`config.mk`:
```
export PLATFORM = sky130hd
export DESIGN_NAME = ccr_core_regs
export DESIGN_NICKNAME = d
export VERILOG_FILES = /design/src/ccr_pkg.sv /design/src/ccr_core_regs.sv
export SDC_FILE = /design/constraint.sdc
export NUM_CORES = 1
export LEC_CHECK = 0
export ABC_CLOCK_PERIOD_IN_PS = 2500
export BUFFER_PORTS_ARGS = -buffer_cell sky130_fd_sc_hd__buf_2
export CORE_ASPECT_RATIO = 0.7
export CORE_MARGIN = 2
export CORE_UTILIZATION = 50
export DETAILED_ROUTE_END_ITERATION = 6
export GPL_ROUTABILITY_DRIVEN = 0
export PLACE_DENSITY = 0.77
export SLEW_MARGIN = 10
export SYNTH_ARGS = -nofsm -noshare
export SYNTH_HDL_FRONTEND = slang
export SYNTH_SLANG_ARGS = --single-unit
```
`constraint.sdc`:
```
create_clock -name ref_clk_i -period 2.5 [get_ports ref_clk_i]
set_input_delay 0.125 -clock ref_clk_i [delete_from_list [all_inputs] [get_ports ref_clk_i]]
set_output_delay 0.125 -clock ref_clk_i [all_outputs]
set_load 0.01 [all_outputs]
```
`src/ccr_pkg.sv`:
```
// Purpose: Shared constants and carriers for the CPU core register and timing block.
// Assumes: One 20 MHz clock, synchronous active-low reset.
// Notes: Special-function addresses are byte addresses in the direct space.
package ccr_pkg;

  // Clock rate and clock period
  localparam int CLK_HZ = 20_000_000;
  localparam int CLK_PERIOD_NS = 1_000_000_000 / CLK_HZ;

  // Special-function addresses
  localparam logic [7:0] SFR_BASE = 8'h80;
  localparam logic [7:0] ADDR_STACK_POINTER = 8'h81;
  localparam logic [7:0] ADDR_DATA_POINTER_LOW = 8'h82;
  localparam logic [7:0] ADDR_DATA_POINTER_HIGH = 8'h83;
  localparam logic [7:0] ADDR_PROGRAM_STATUS_WORD = 8'hD0;
  localparam logic [7:0] ADDR_MUL_DIV_AUX = 8'hF0;

  // Reset values
  localparam logic [7:0] RST_STACK_POINTER = 8'h07;
  localparam logic [7:0] RST_DATA_POINTER_LOW = 8'h00;
  localparam logic [7:0] RST_DATA_POINTER_HIGH = 8'h00;
  localparam logic [7:0] RST_PROGRAM_STATUS_WORD = 8'h00;
  localparam logic [7:0] RST_MUL_DIV_AUX = 8'h00;

  // Program status word bit positions
  localparam int BIT_CARRY = 7;
  localparam int BIT_AUX_CARRY = 6;
  localparam int BIT_USER_ZERO = 5;
  localparam int BIT_BANK_HIGH = 4;
  localparam int BIT_BANK_LOW = 3;
  localparam int BIT_RANGE = 2;
  localparam int BIT_USER_ONE = 1;
  localparam int BIT_ODD_ONES = 0;

  // Machine cycle figures
  localparam logic [4:0] CLKS_PER_MC_SLOW = 5'h0C;
  localparam logic [4:0] CLKS_PER_MC_FAST = 5'h06;
  localparam int RESET_HOLD_MC = 2;
  localparam logic [5:0] RESET_HOLD_SLOW = 6'(RESET_HOLD_MC * 12);
  localparam logic [5:0] RESET_HOLD_FAST = 6'(RESET_HOLD_MC * 6);

  // Instruction length codes
  localparam logic [1:0] LEN_ONE = 2'h0;
  localparam logic [1:0] LEN_TWO = 2'h1;
  localparam logic [1:0] LEN_FOUR = 2'h2;

  // Machine-cycle states
  typedef enum logic [2:0] {
    ST_S1 = 3'b000,
    ST_S2 = 3'b001,
    ST_S3 = 3'b010,
    ST_S4 = 3'b011,
    ST_S5 = 3'b100,
    ST_S6 = 3'b101
  } ccr_state_t;

  // Flag updates from the execution unit
  typedef struct packed {
    logic carry_we;
    logic carry;
    logic aux_carry_we;
    logic aux_carry;
    logic range_we;
    logic range;
  } ccr_flag_upd_t;

  // Timing strobes toward the core
  typedef struct packed {
    logic opcode_latch;
    logic second_fetch;
    logic mc_end;
    logic instr_done;
  } ccr_timing_t;

endpackage : ccr_pkg

```
`src/ccr_core_regs.sv`:
```
// Purpose: CPU status, pointer and auxiliary registers plus machine-cycle sequencing.
// Assumes: ccr_pkg compiled first; core drives the accumulator and flag updates.
// Notes: Direct special-function accesses only; indirect upper accesses go to RAM.
`timescale 1ns/100ps
`default_nettype none

// How it works
// - Status word at D0H, resets to zero, carry down to odd-ones bit.
// - The two bank bits pick one of four working register banks.
// - Odd-ones bit always follows the accumulator's count of one bits.
// - Carry is arithmetic carry and the Boolean accumulator bit.
// - Aux carry keeps nibble carry; range flag keeps arithmetic overflow.
// - Two user flags are free read/write, never touched by hardware.
// - Stack pointer at 81H, read/write, resets to 07H.
// - Data pointer low byte at 82H, read/write, resets to zero.
// - Data pointer high byte at 83H, read/write, resets to zero.
// - Multiply/divide helper at F0H, read/write, resets to zero.
// - A machine cycle lasts 12 or 6 clocks by cycle mode.
// - An instruction takes one, two or four machine cycles.
// - Six states per machine cycle, two one-clock phases each in slow mode, one clock each in fast mode.
// - Opcode latched in S1, second fetch in S4, done strobe in S6 of the last machine cycle.
// - External move writes change nothing; reads return zero.
// - Registers answer direct accesses only; indirect goes to upper RAM.
module ccr_core_regs (
  input wire logic ref_clk_i,
  input wire logic nrst_i,
  input wire logic reset_pin_i,
  input wire logic fast_mode_i,
  input wire logic [1:0] instr_len_i,
  input wire logic [7:0] acc_i,
  input wire ccr_pkg::ccr_flag_upd_t flag_upd_i,
  input wire logic sp_inc_i,
  input wire logic sp_dec_i,
  input wire logic dptr_inc_i,
  input wire logic [2:0] reg_idx_i,
  input wire logic xmove_wr_i,
  input wire logic xmove_rd_i,
  input wire logic [7:0] mem_addr_i,
  input wire logic mem_direct_i,
  input wire logic mem_wr_i,
  input wire logic mem_rd_i,
  input wire logic [7:0] mem_wdata_i,
  output logic [7:0] mem_rdata_o,
  output logic mem_rd_ack_o,
  output logic sfr_hit_o,
  output logic upper_ram_sel_o,
  output logic [7:0] program_status_word_o,
  output logic [7:0] stack_pointer_o,
  output logic [15:0] data_pointer_o,
  output logic [7:0] mul_div_aux_o,
  output logic carry_o,
  output logic [4:0] bank_reg_addr_o,
  output logic [7:0] xmove_rdata_o,
  output logic [2:0] state_o,
  output logic phase_o,
  output ccr_pkg::ccr_timing_t timing_o,
  output logic core_reset_o
);

  // Odd count of one bits in a byte
  function automatic logic odd_ones(input logic [7:0] val);
    odd_ones = ^val;
  endfunction : odd_ones

  // Instruction length code to last machine-cycle index
  function automatic logic [1:0] last_mc(input logic [1:0] len);
    if (len == ccr_pkg::LEN_FOUR) begin
      last_mc = 2'h3;
    end else if (len == ccr_pkg::LEN_TWO) begin
      last_mc = 2'h1;
    end else begin
      last_mc = 2'h0;
    end
  endfunction : last_mc

  // Reset pin: three-stage synchroniser and hold counter
  logic [2:0] pin_sync_ff;
  logic pin_level_ff;
  logic [5:0] hold_cnt_ff;
  logic core_reset_ff;
  logic [2:0] nxt_pin_sync;
  logic nxt_pin_level;
  logic [5:0] nxt_hold_cnt;
  logic nxt_core_reset;
  logic rst_all;
  logic mode_fast_ff;

  assign rst_all = !nrst_i || core_reset_ff;

  // Pin level changes only when the second and third stages agree
  always_comb begin
    logic [5:0] need;
    need = mode_fast_ff ? ccr_pkg::RESET_HOLD_FAST : ccr_pkg::RESET_HOLD_SLOW;
    nxt_pin_sync = {pin_sync_ff[1:0], reset_pin_i};
    nxt_pin_level = pin_level_ff;
    if (pin_sync_ff[1] == pin_sync_ff[2]) begin
      nxt_pin_level = pin_sync_ff[2];
    end
    nxt_hold_cnt = hold_cnt_ff;
    nxt_core_reset = core_reset_ff;
    if (!pin_level_ff) begin
      nxt_hold_cnt = 6'h00;
      nxt_core_reset = 1'b0;
    end else if (hold_cnt_ff + 6'h01 >= need) begin
      nxt_core_reset = 1'b1;
    end else begin
      nxt_hold_cnt = hold_cnt_ff + 6'h01;
    end
  end

  // Synchroniser and hold counter registers
  always_ff @(posedge ref_clk_i) begin
    if (!nrst_i) begin
      pin_sync_ff <= 3'h0;
      pin_level_ff <= 1'b0;
      hold_cnt_ff <= 6'h00;
      core_reset_ff <= 1'b0;
    end else begin
      pin_sync_ff <= nxt_pin_sync;
      pin_level_ff <= nxt_pin_level;
      hold_cnt_ff <= nxt_hold_cnt;
      core_reset_ff <= nxt_core_reset;
    end
  end

  // Machine-cycle sequencer
  ccr_pkg::ccr_state_t state_ff;
  ccr_pkg::ccr_state_t nxt_state;
  logic phase_ff;
  logic nxt_phase;
  logic [1:0] mc_idx_ff;
  logic [1:0] nxt_mc_idx;
  logic [1:0] last_ff;
  logic [1:0] nxt_last;
  logic nxt_mode_fast;
  ccr_pkg::ccr_timing_t timing_ff;
  ccr_pkg::ccr_timing_t nxt_timing;
  logic state_end;
  logic nxt_stamp;

  // Fast mode: one clock per state; slow mode: two phases per state
  assign state_end = mode_fast_ff || phase_ff;

  // Next state, phase and machine-cycle index
  always_comb begin
    nxt_state = state_ff;
    nxt_phase = phase_ff;
    nxt_mc_idx = mc_idx_ff;
    nxt_last = last_ff;
    nxt_mode_fast = mode_fast_ff;
    if (!state_end) begin
      nxt_phase = 1'b1;
    end else begin
      nxt_phase = 1'b0;
      case (state_ff)
        ccr_pkg::ST_S1: begin
          nxt_state = ccr_pkg::ST_S2;
          if (mc_idx_ff == 2'h0) begin
            nxt_last = last_mc(instr_len_i);
          end
        end
        ccr_pkg::ST_S2: nxt_state = ccr_pkg::ST_S3;
        ccr_pkg::ST_S3: nxt_state = ccr_pkg::ST_S4;
        ccr_pkg::ST_S4: nxt_state = ccr_pkg::ST_S5;
        ccr_pkg::ST_S5: nxt_state = ccr_pkg::ST_S6;
        ccr_pkg::ST_S6: begin
          nxt_state = ccr_pkg::ST_S1;
          nxt_mode_fast = fast_mode_i; // mode changes only at cycle edge
          if (mc_idx_ff == last_ff) begin
            nxt_mc_idx = 2'h0;
          end else begin
            nxt_mc_idx = mc_idx_ff + 2'h1;
          end
        end
        default: nxt_state = ccr_pkg::ST_S1;
      endcase
    end
  end

  // Strobes aligned to the clock in which their state's last phase runs
  always_comb begin
    nxt_stamp = nxt_mode_fast || nxt_phase;
    nxt_timing.opcode_latch = nxt_stamp && (nxt_state == ccr_pkg::ST_S1)
                              && (nxt_mc_idx == 2'h0);
    nxt_timing.second_fetch = nxt_stamp && (nxt_state == ccr_pkg::ST_S4)
                              && (nxt_mc_idx == 2'h0);
    nxt_timing.mc_end = nxt_stamp && (nxt_state == ccr_pkg::ST_S6);
    nxt_timing.instr_done = nxt_timing.mc_end && (nxt_mc_idx == nxt_last);
  end

  // Sequencer registers
  always_ff @(posedge ref_clk_i) begin
    if (rst_all) begin
      state_ff <= ccr_pkg::ST_S1;
      phase_ff <= 1'b0;
      mc_idx_ff <= 2'h0;
      last_ff <= 2'h0;
      mode_fast_ff <= 1'b0;
      timing_ff <= '0;
    end else begin
      state_ff <= nxt_state;
      phase_ff <= nxt_phase;
      mc_idx_ff <= nxt_mc_idx;
      last_ff <= nxt_last;
      mode_fast_ff <= nxt_mode_fast;
      timing_ff <= nxt_timing;
    end
  end

  // Architectural registers and direct access port
  logic [7:0] psw_ff;
  logic [7:0] sp_ff;
  logic [7:0] dpl_ff;
  logic [7:0] dph_ff;
  logic [7:0] aux_ff;
  logic [7:0] rdata_ff;
  logic rd_ack_ff;
  logic hit_ff;
  logic upper_ff;
  logic [4:0] bank_addr_ff;
  logic [7:0] nxt_psw;
  logic [7:0] nxt_sp;
  logic [7:0] nxt_dpl;
  logic [7:0] nxt_dph;
  logic [7:0] nxt_aux;
  logic [7:0] nxt_rdata;
  logic nxt_rd_ack;
  logic nxt_hit;
  logic nxt_upper;
  logic [4:0] nxt_bank_addr;
  logic xmove_seen_ff;
  logic nxt_xmove_seen;
  logic sfr_sel;
  logic wr_sel;

  // Only direct accesses in the upper half reach these registers
  assign sfr_sel = mem_direct_i && (mem_addr_i >= ccr_pkg::SFR_BASE);
  assign wr_sel = sfr_sel && mem_wr_i;

  // Register next values: software write first, hardware updates win
  always_comb begin
    nxt_psw = psw_ff;
    nxt_sp = sp_ff;
    nxt_dpl = dpl_ff;
    nxt_dph = dph_ff;
    nxt_aux = aux_ff;
    if (wr_sel && (mem_addr_i == ccr_pkg::ADDR_PROGRAM_STATUS_WORD)) begin
      nxt_psw = mem_wdata_i;
    end else if (wr_sel && (mem_addr_i == ccr_pkg::ADDR_STACK_POINTER)) begin
      nxt_sp = mem_wdata_i;
    end else if (wr_sel && (mem_addr_i == ccr_pkg::ADDR_DATA_POINTER_LOW)) begin
      nxt_dpl = mem_wdata_i;
    end else if (wr_sel && (mem_addr_i == ccr_pkg::ADDR_DATA_POINTER_HIGH)) begin
      nxt_dph = mem_wdata_i;
    end else if (wr_sel && (mem_addr_i == ccr_pkg::ADDR_MUL_DIV_AUX)) begin
      nxt_aux = mem_wdata_i;
    end
    // Execution flag results override a same-cycle software write
    if (flag_upd_i.carry_we) begin
      nxt_psw[ccr_pkg::BIT_CARRY] = flag_upd_i.carry;
    end
    if (flag_upd_i.aux_carry_we) begin
      nxt_psw[ccr_pkg::BIT_AUX_CARRY] = flag_upd_i.aux_carry;
    end
    if (flag_upd_i.range_we) begin
      nxt_psw[ccr_pkg::BIT_RANGE] = flag_upd_i.range;
    end
    // Odd-ones bit is never written, it tracks the accumulator
    nxt_psw[ccr_pkg::BIT_ODD_ONES] = odd_ones(acc_i);
    // Stack and pointer stepping by the core
    if (sp_inc_i && !sp_dec_i) begin
      nxt_sp = sp_ff + 8'h01;
    end else if (sp_dec_i && !sp_inc_i) begin
      nxt_sp = sp_ff - 8'h01;
    end
    if (dptr_inc_i) begin
      {nxt_dph, nxt_dpl} = {dph_ff, dpl_ff} + 16'h0001;
    end
    // External move writes reach nothing here
    if (xmove_wr_i) begin
      nxt_aux = nxt_aux;
    end
  end

  // Read data, decode flags and bank address
  always_comb begin
    nxt_rdata = 8'h00;
    nxt_hit = 1'b0;
    nxt_rd_ack = mem_rd_i;
    nxt_upper = !mem_direct_i && (mem_addr_i >= ccr_pkg::SFR_BASE);
    nxt_xmove_seen = xmove_rd_i;
    if (!sfr_sel) begin
      nxt_hit = 1'b0;
    end else if (mem_addr_i == ccr_pkg::ADDR_PROGRAM_STATUS_WORD) begin
      nxt_rdata = psw_ff;
      nxt_hit = 1'b1;
    end else if (mem_addr_i == ccr_pkg::ADDR_STACK_POINTER) begin
      nxt_rdata = sp_ff;
      nxt_hit = 1'b1;
    end else if (mem_addr_i == ccr_pkg::ADDR_DATA_POINTER_LOW) begin
      nxt_rdata = dpl_ff;
      nxt_hit = 1'b1;
    end else if (mem_addr_i == ccr_pkg::ADDR_DATA_POINTER_HIGH) begin
      nxt_rdata = dph_ff;
      nxt_hit = 1'b1;
    end else if (mem_addr_i == ccr_pkg::ADDR_MUL_DIV_AUX) begin
      nxt_rdata = aux_ff;
      nxt_hit = 1'b1;
    end
    if (!mem_rd_i) begin
      nxt_rdata = 8'h00;
    end
    // Working register address inside the selected bank
    nxt_bank_addr = {nxt_psw[ccr_pkg::BIT_BANK_HIGH], nxt_psw[ccr_pkg::BIT_BANK_LOW],
                     reg_idx_i};
  end

  // Architectural and port registers
  always_ff @(posedge ref_clk_i) begin
    if (rst_all) begin
      psw_ff <= ccr_pkg::RST_PROGRAM_STATUS_WORD;
      sp_ff <= ccr_pkg::RST_STACK_POINTER;
      dpl_ff <= ccr_pkg::RST_DATA_POINTER_LOW;
      dph_ff <= ccr_pkg::RST_DATA_POINTER_HIGH;
      aux_ff <= ccr_pkg::RST_MUL_DIV_AUX;
      rdata_ff <= 8'h00;
      rd_ack_ff <= 1'b0;
      hit_ff <= 1'b0;
      upper_ff <= 1'b0;
      bank_addr_ff <= 5'h00;
      xmove_seen_ff <= 1'b0;
    end else begin
      psw_ff <= nxt_psw;
      sp_ff <= nxt_sp;
      dpl_ff <= nxt_dpl;
      dph_ff <= nxt_dph;
      aux_ff <= nxt_aux;
      rdata_ff <= nxt_rdata;
      rd_ack_ff <= nxt_rd_ack;
      hit_ff <= nxt_hit;
      upper_ff <= nxt_upper;
      bank_addr_ff <= nxt_bank_addr;
      xmove_seen_ff <= nxt_xmove_seen;
    end
  end

  // Outputs straight from flip-flops, except xmove_rdata_o, which is a constant zero
  assign mem_rdata_o = rdata_ff;
  assign mem_rd_ack_o = rd_ack_ff;
  assign sfr_hit_o = hit_ff;
  assign upper_ram_sel_o = upper_ff;
  assign program_status_word_o = psw_ff;
  assign stack_pointer_o = sp_ff;
  assign data_pointer_o = {dph_ff, dpl_ff};
  assign mul_div_aux_o = aux_ff;
  assign carry_o = psw_ff[ccr_pkg::BIT_CARRY];
  assign bank_reg_addr_o = bank_addr_ff;
  assign xmove_rdata_o = {8{1'b0}} & {8{xmove_seen_ff}}; // No data source, reads give zero
  assign state_o = state_ff;
  assign phase_o = phase_ff;
  assign timing_o = timing_ff;
  assign core_reset_o = core_reset_ff;

endmodule : ccr_core_regs

`default_nettype wire

```
==> impl_metrics.py <==
metrics = {
    "yosys": {
        "synth-async-reset-ratio_pct": 0,
        "yosys_most_used_dff": "dfxtp_1",
        "synth-seq-cells": 78,
        "netlist.area_leader.share_pct": 36.9,
        "ys_warn_count": 0,
        "syn_area_sq_um": 4240,
        "synth_edf_count": 0,
        "synth_area_per_cell_sq_um": 8.30,
        "synth.area.top_cells": "dfxtp_1, a21oi_1, mux2i_1",
        "seq_area_frac_synth_pct": 36.9,
        "synth_cell_types": 59,
        "syn-instance-count": 510,
        "yosysTopAreaCell": "dfxtp_1",
    },
    "routing": {
        "viasPerCell": 5.96,
        "drc": 0,
        "drtIter0Drc": 455,
        "ant_nets": 0,
        "routed-via-count": 4338,
        "post_drt_wl_per_cell_um": 17.1,
        "dr.pass1.iters": 5,
        "wl_mm": 12.4,
    },
    "finish": {
        "drive_above_1_share_pct": 24.1,
        "syn2layout_area_growth_pct": 22.5,
        "final_common_cell": "buf_2",
        "nets": 674,
        "post-route-util_pct": 62.2,
        "fillers": 753,
        "antenna_cells": 0,
        "final_cell_mix": "buf_2, dfxtp_1, a21oi_1",
    },
    "cts": {
        "postCtsSetupRepairBufs": 0,
        "root_buffer": "clkbuf_16",
        "cts_htree_levels": 3,
        "clock_path_buffers": 2,
        "cts_sinks": 78,
        "clk_latency_ps": 340,
        "clkTransAtPathRegs_ps": 60,
        "cts_buffers": 9,
        "cts_tree": "done",
    },
    "global_routing": {
        "antenna_found_initial": 0,
        "grt_pass1_wl_mm": 19.2,
        "grt_overflow": 0,
        "track_usage_pct": 26.4,
        "grt_start_max_net_pins": 35,
        "grt_pass1_vias": 3784,
    },
    "pwr": {
        "vdd_ir_drop_max_mv": 0.321,
        "power_density_nw_per_um2": 588,
        "p_leak_nw": 2.24,
        "p_total_mw": 3.05,
    },
    "place": {
        "dpl.hpwl_mm": 9.02,
        "port_buffers": 110,
        "place_ws_ps": 91.5,
    },
    "timing": {
        "finalHoldViolations": 0,
        "clock.fmax_mhz": 423,
        "tns_ps": 0,
        "setup-violations-final": 0,
        "setup_ws_ps": 138,
        "period_share_pct": 94.5,
        "fin_crit_ps": 2360,
        "relSlewSlack_pct": 59.9,
        "maxSlewViolCount": 0,
        "grt_setup_unrepaired": "no",
        "tightest_slew_ps": 598,
        "whs_ps": 11.9,
        "skew_ps": 7.56,
    },
    "critical_path": {
        "cp-start-kind": "register",
        "r2r_cells": 8,
        "path_cells": "ha_2 > nand3_1 > xnor2_1 > ha_1 > a211o_1 > a31o_2 > or3_1 > a21oi_1",
        "worst-setup-path-type": "reg2reg",
        "max_stage_delay_ps": 390,
        "cp_slowest_cell": "dfxtp_2",
        "worstPathArrival_ps": 2630,
        "required_ps": 2770,
        "end_kind": "register",
        "worstPathMaxFanout": 8,
        "regToRegSetupSlack_ps": 140,
    },
    "worst_hold_path": {
        "hold_class": "in2reg",
        "hold_path_depth": 2,
    },
    "die": {
        "core.rowCount": 28,
        "design.core.area_sq_um": 8340,
        "die_w_um": 114,
        "num_io_pins": 121,
        "initial_core_util_pct": 50.8,
        "dieArea_sq_um": 9230,
        "die_y_um": 81.0,
    },
    "flow_run": {
        "maxCapViolCount": 0,
    },
    "outcome": {
        "status": "finished, final reports clean",
    },
}
[worst max-delay path: cells and delay by family (launching register included)]
kind | cells | cell delay (ps)
AOI/OAI and AO/OA | 3 | 730
xor gates and xnor gates | 1 | 160
adders and majority gates | 2 | 550
and+or+nand+nor | 2 | 460
DFF | 1 | 390
[logic make-up after synthesis]
group | after synthesis | share of synthesized area (%)
AO/OA/AOI/OAI | 142 | 22.5
XOR/XNOR | 18 | 3.72
adder cells (fa/ha/maj) | 9 | 2.66
buffers and inverters | 47 | 5.44
flip-flops | 78 | 36.9
multiplexers | 20 | 4.73
other | 1 | 0.0885
AND/OR/NAND/NOR | 195 | 24.0
[metal layers]
| metal | vias to the layer above | track usage [%] | wire, um |
|---|---|---|---|
| met5 | - | 0 | 0 |
| met4 | 0 | 8.90 | 234 |
| met3 | 24 | 4.85 | 1130 |
| met2 | 222 | 40.7 | 5430 |
| met1 | 2030 | 37.5 | 5630 |
| li1 | 2062 | - | - |
[synth_stat cells (all sizes together) (2+ instances only)]
| cell | n |
|---|---|
| a211o | 2 |
| a21bo | 2 |
| a21oi | 50 |
| a22o | 9 |
| a2bb2oi | 9 |
| a31oi | 8 |
| a32oi | 2 |
| and2 | 10 |
| and3 | 7 |
| and4 | 2 |
| buf | 19 |
| clkbuf | 13 |
| dfxtp | 78 |
| ha | 9 |
| inv | 15 |
| mux2i | 20 |
| nand2 | 36 |
| nand2b | 7 |
| nand3 | 28 |
| nand3b | 4 |
| nand4 | 10 |
| nor2 | 48 |
| nor2b | 14 |
| nor3 | 12 |
| nor3b | 2 |
| o211a | 2 |
| o211ai | 13 |
| o21ai | 19 |
| o221ai | 2 |
| o2bb2ai | 8 |
| o311ai | 3 |
| o31ai | 2 |
| or2 | 4 |
| or3 | 6 |
| xnor2 | 13 |
| xor2 | 5 |
[final timing paths]
check,startpoint,endpoint
worst min-delay path,mem_rd_i,mem_rd_ack_o
worst min register to register,pin_sync_ff[0],pin_sync_ff[1]
worst max register to register,hold_cnt_ff[0],hold_cnt_ff[4]
worst max-delay path,hold_cnt_ff[0],hold_cnt_ff[4]
[power by group]
| part | leakage, nW | switching, mW | internal, mW |
|---|---|---|---|
| clock network | 0.155 | 0.582 | 0.800 |
| logic | 1.45 | 0.197 | 0.144 |
| registers | 0.635 | 0.0529 | 1.28 |
| total | 2.24 | 0.832 | 2.22 |
[area by class of cell]
type / instances / area (sq um) / share of cell area (%)
Multi-Input combinational cell: 392 / 2470 / 47.6
Sequential cell: 78 / 1560 / 30.1
Timing Repair Buffer: 122 / 653 / 12.6
Clock buffer: 9 / 225 / 4.34
Tap cell: 105 / 131 / 2.53
Clock inverter: 7 / 87.6 / 1.69
Inverter: 15 / 56.3 / 1.08
[flip-flops by register name (all words and copies together), names as in the netlist, 2 cells and up]
signal and cells:
bank_reg_addr_o 3, dph_ff 8, dpl_ff 8, hold_cnt_ff 6, last_ff 2, mc_idx_ff 2
mem_rdata_o 8, mul_div_aux_o 8, pin_sync_ff 3, program_status_word_o 8, stack_pointer_o 8, state_o 3
timing_o 4
[repair_timing]
| action | 4_1_cts | 5_1_grt |
|---|---|---|
| hold endpoints to repair | 5 | 0 |
| gates resized for setup | 0 | 3 |
| setup endpoints to repair | 0 | 2 |
| hold buffers | 5 | 0 |
[stage by stage]
step | instance area (sq um) | std cells
after floorplan | 4260 | 517
after global placement | 4820 | 707
after detailed placement | 4820 | 707
after CTS | 5180 | 728
after global routing | 5190 | 728
final | 5190 | 728
Note: power is estimated with default switching activity, not from simulation.
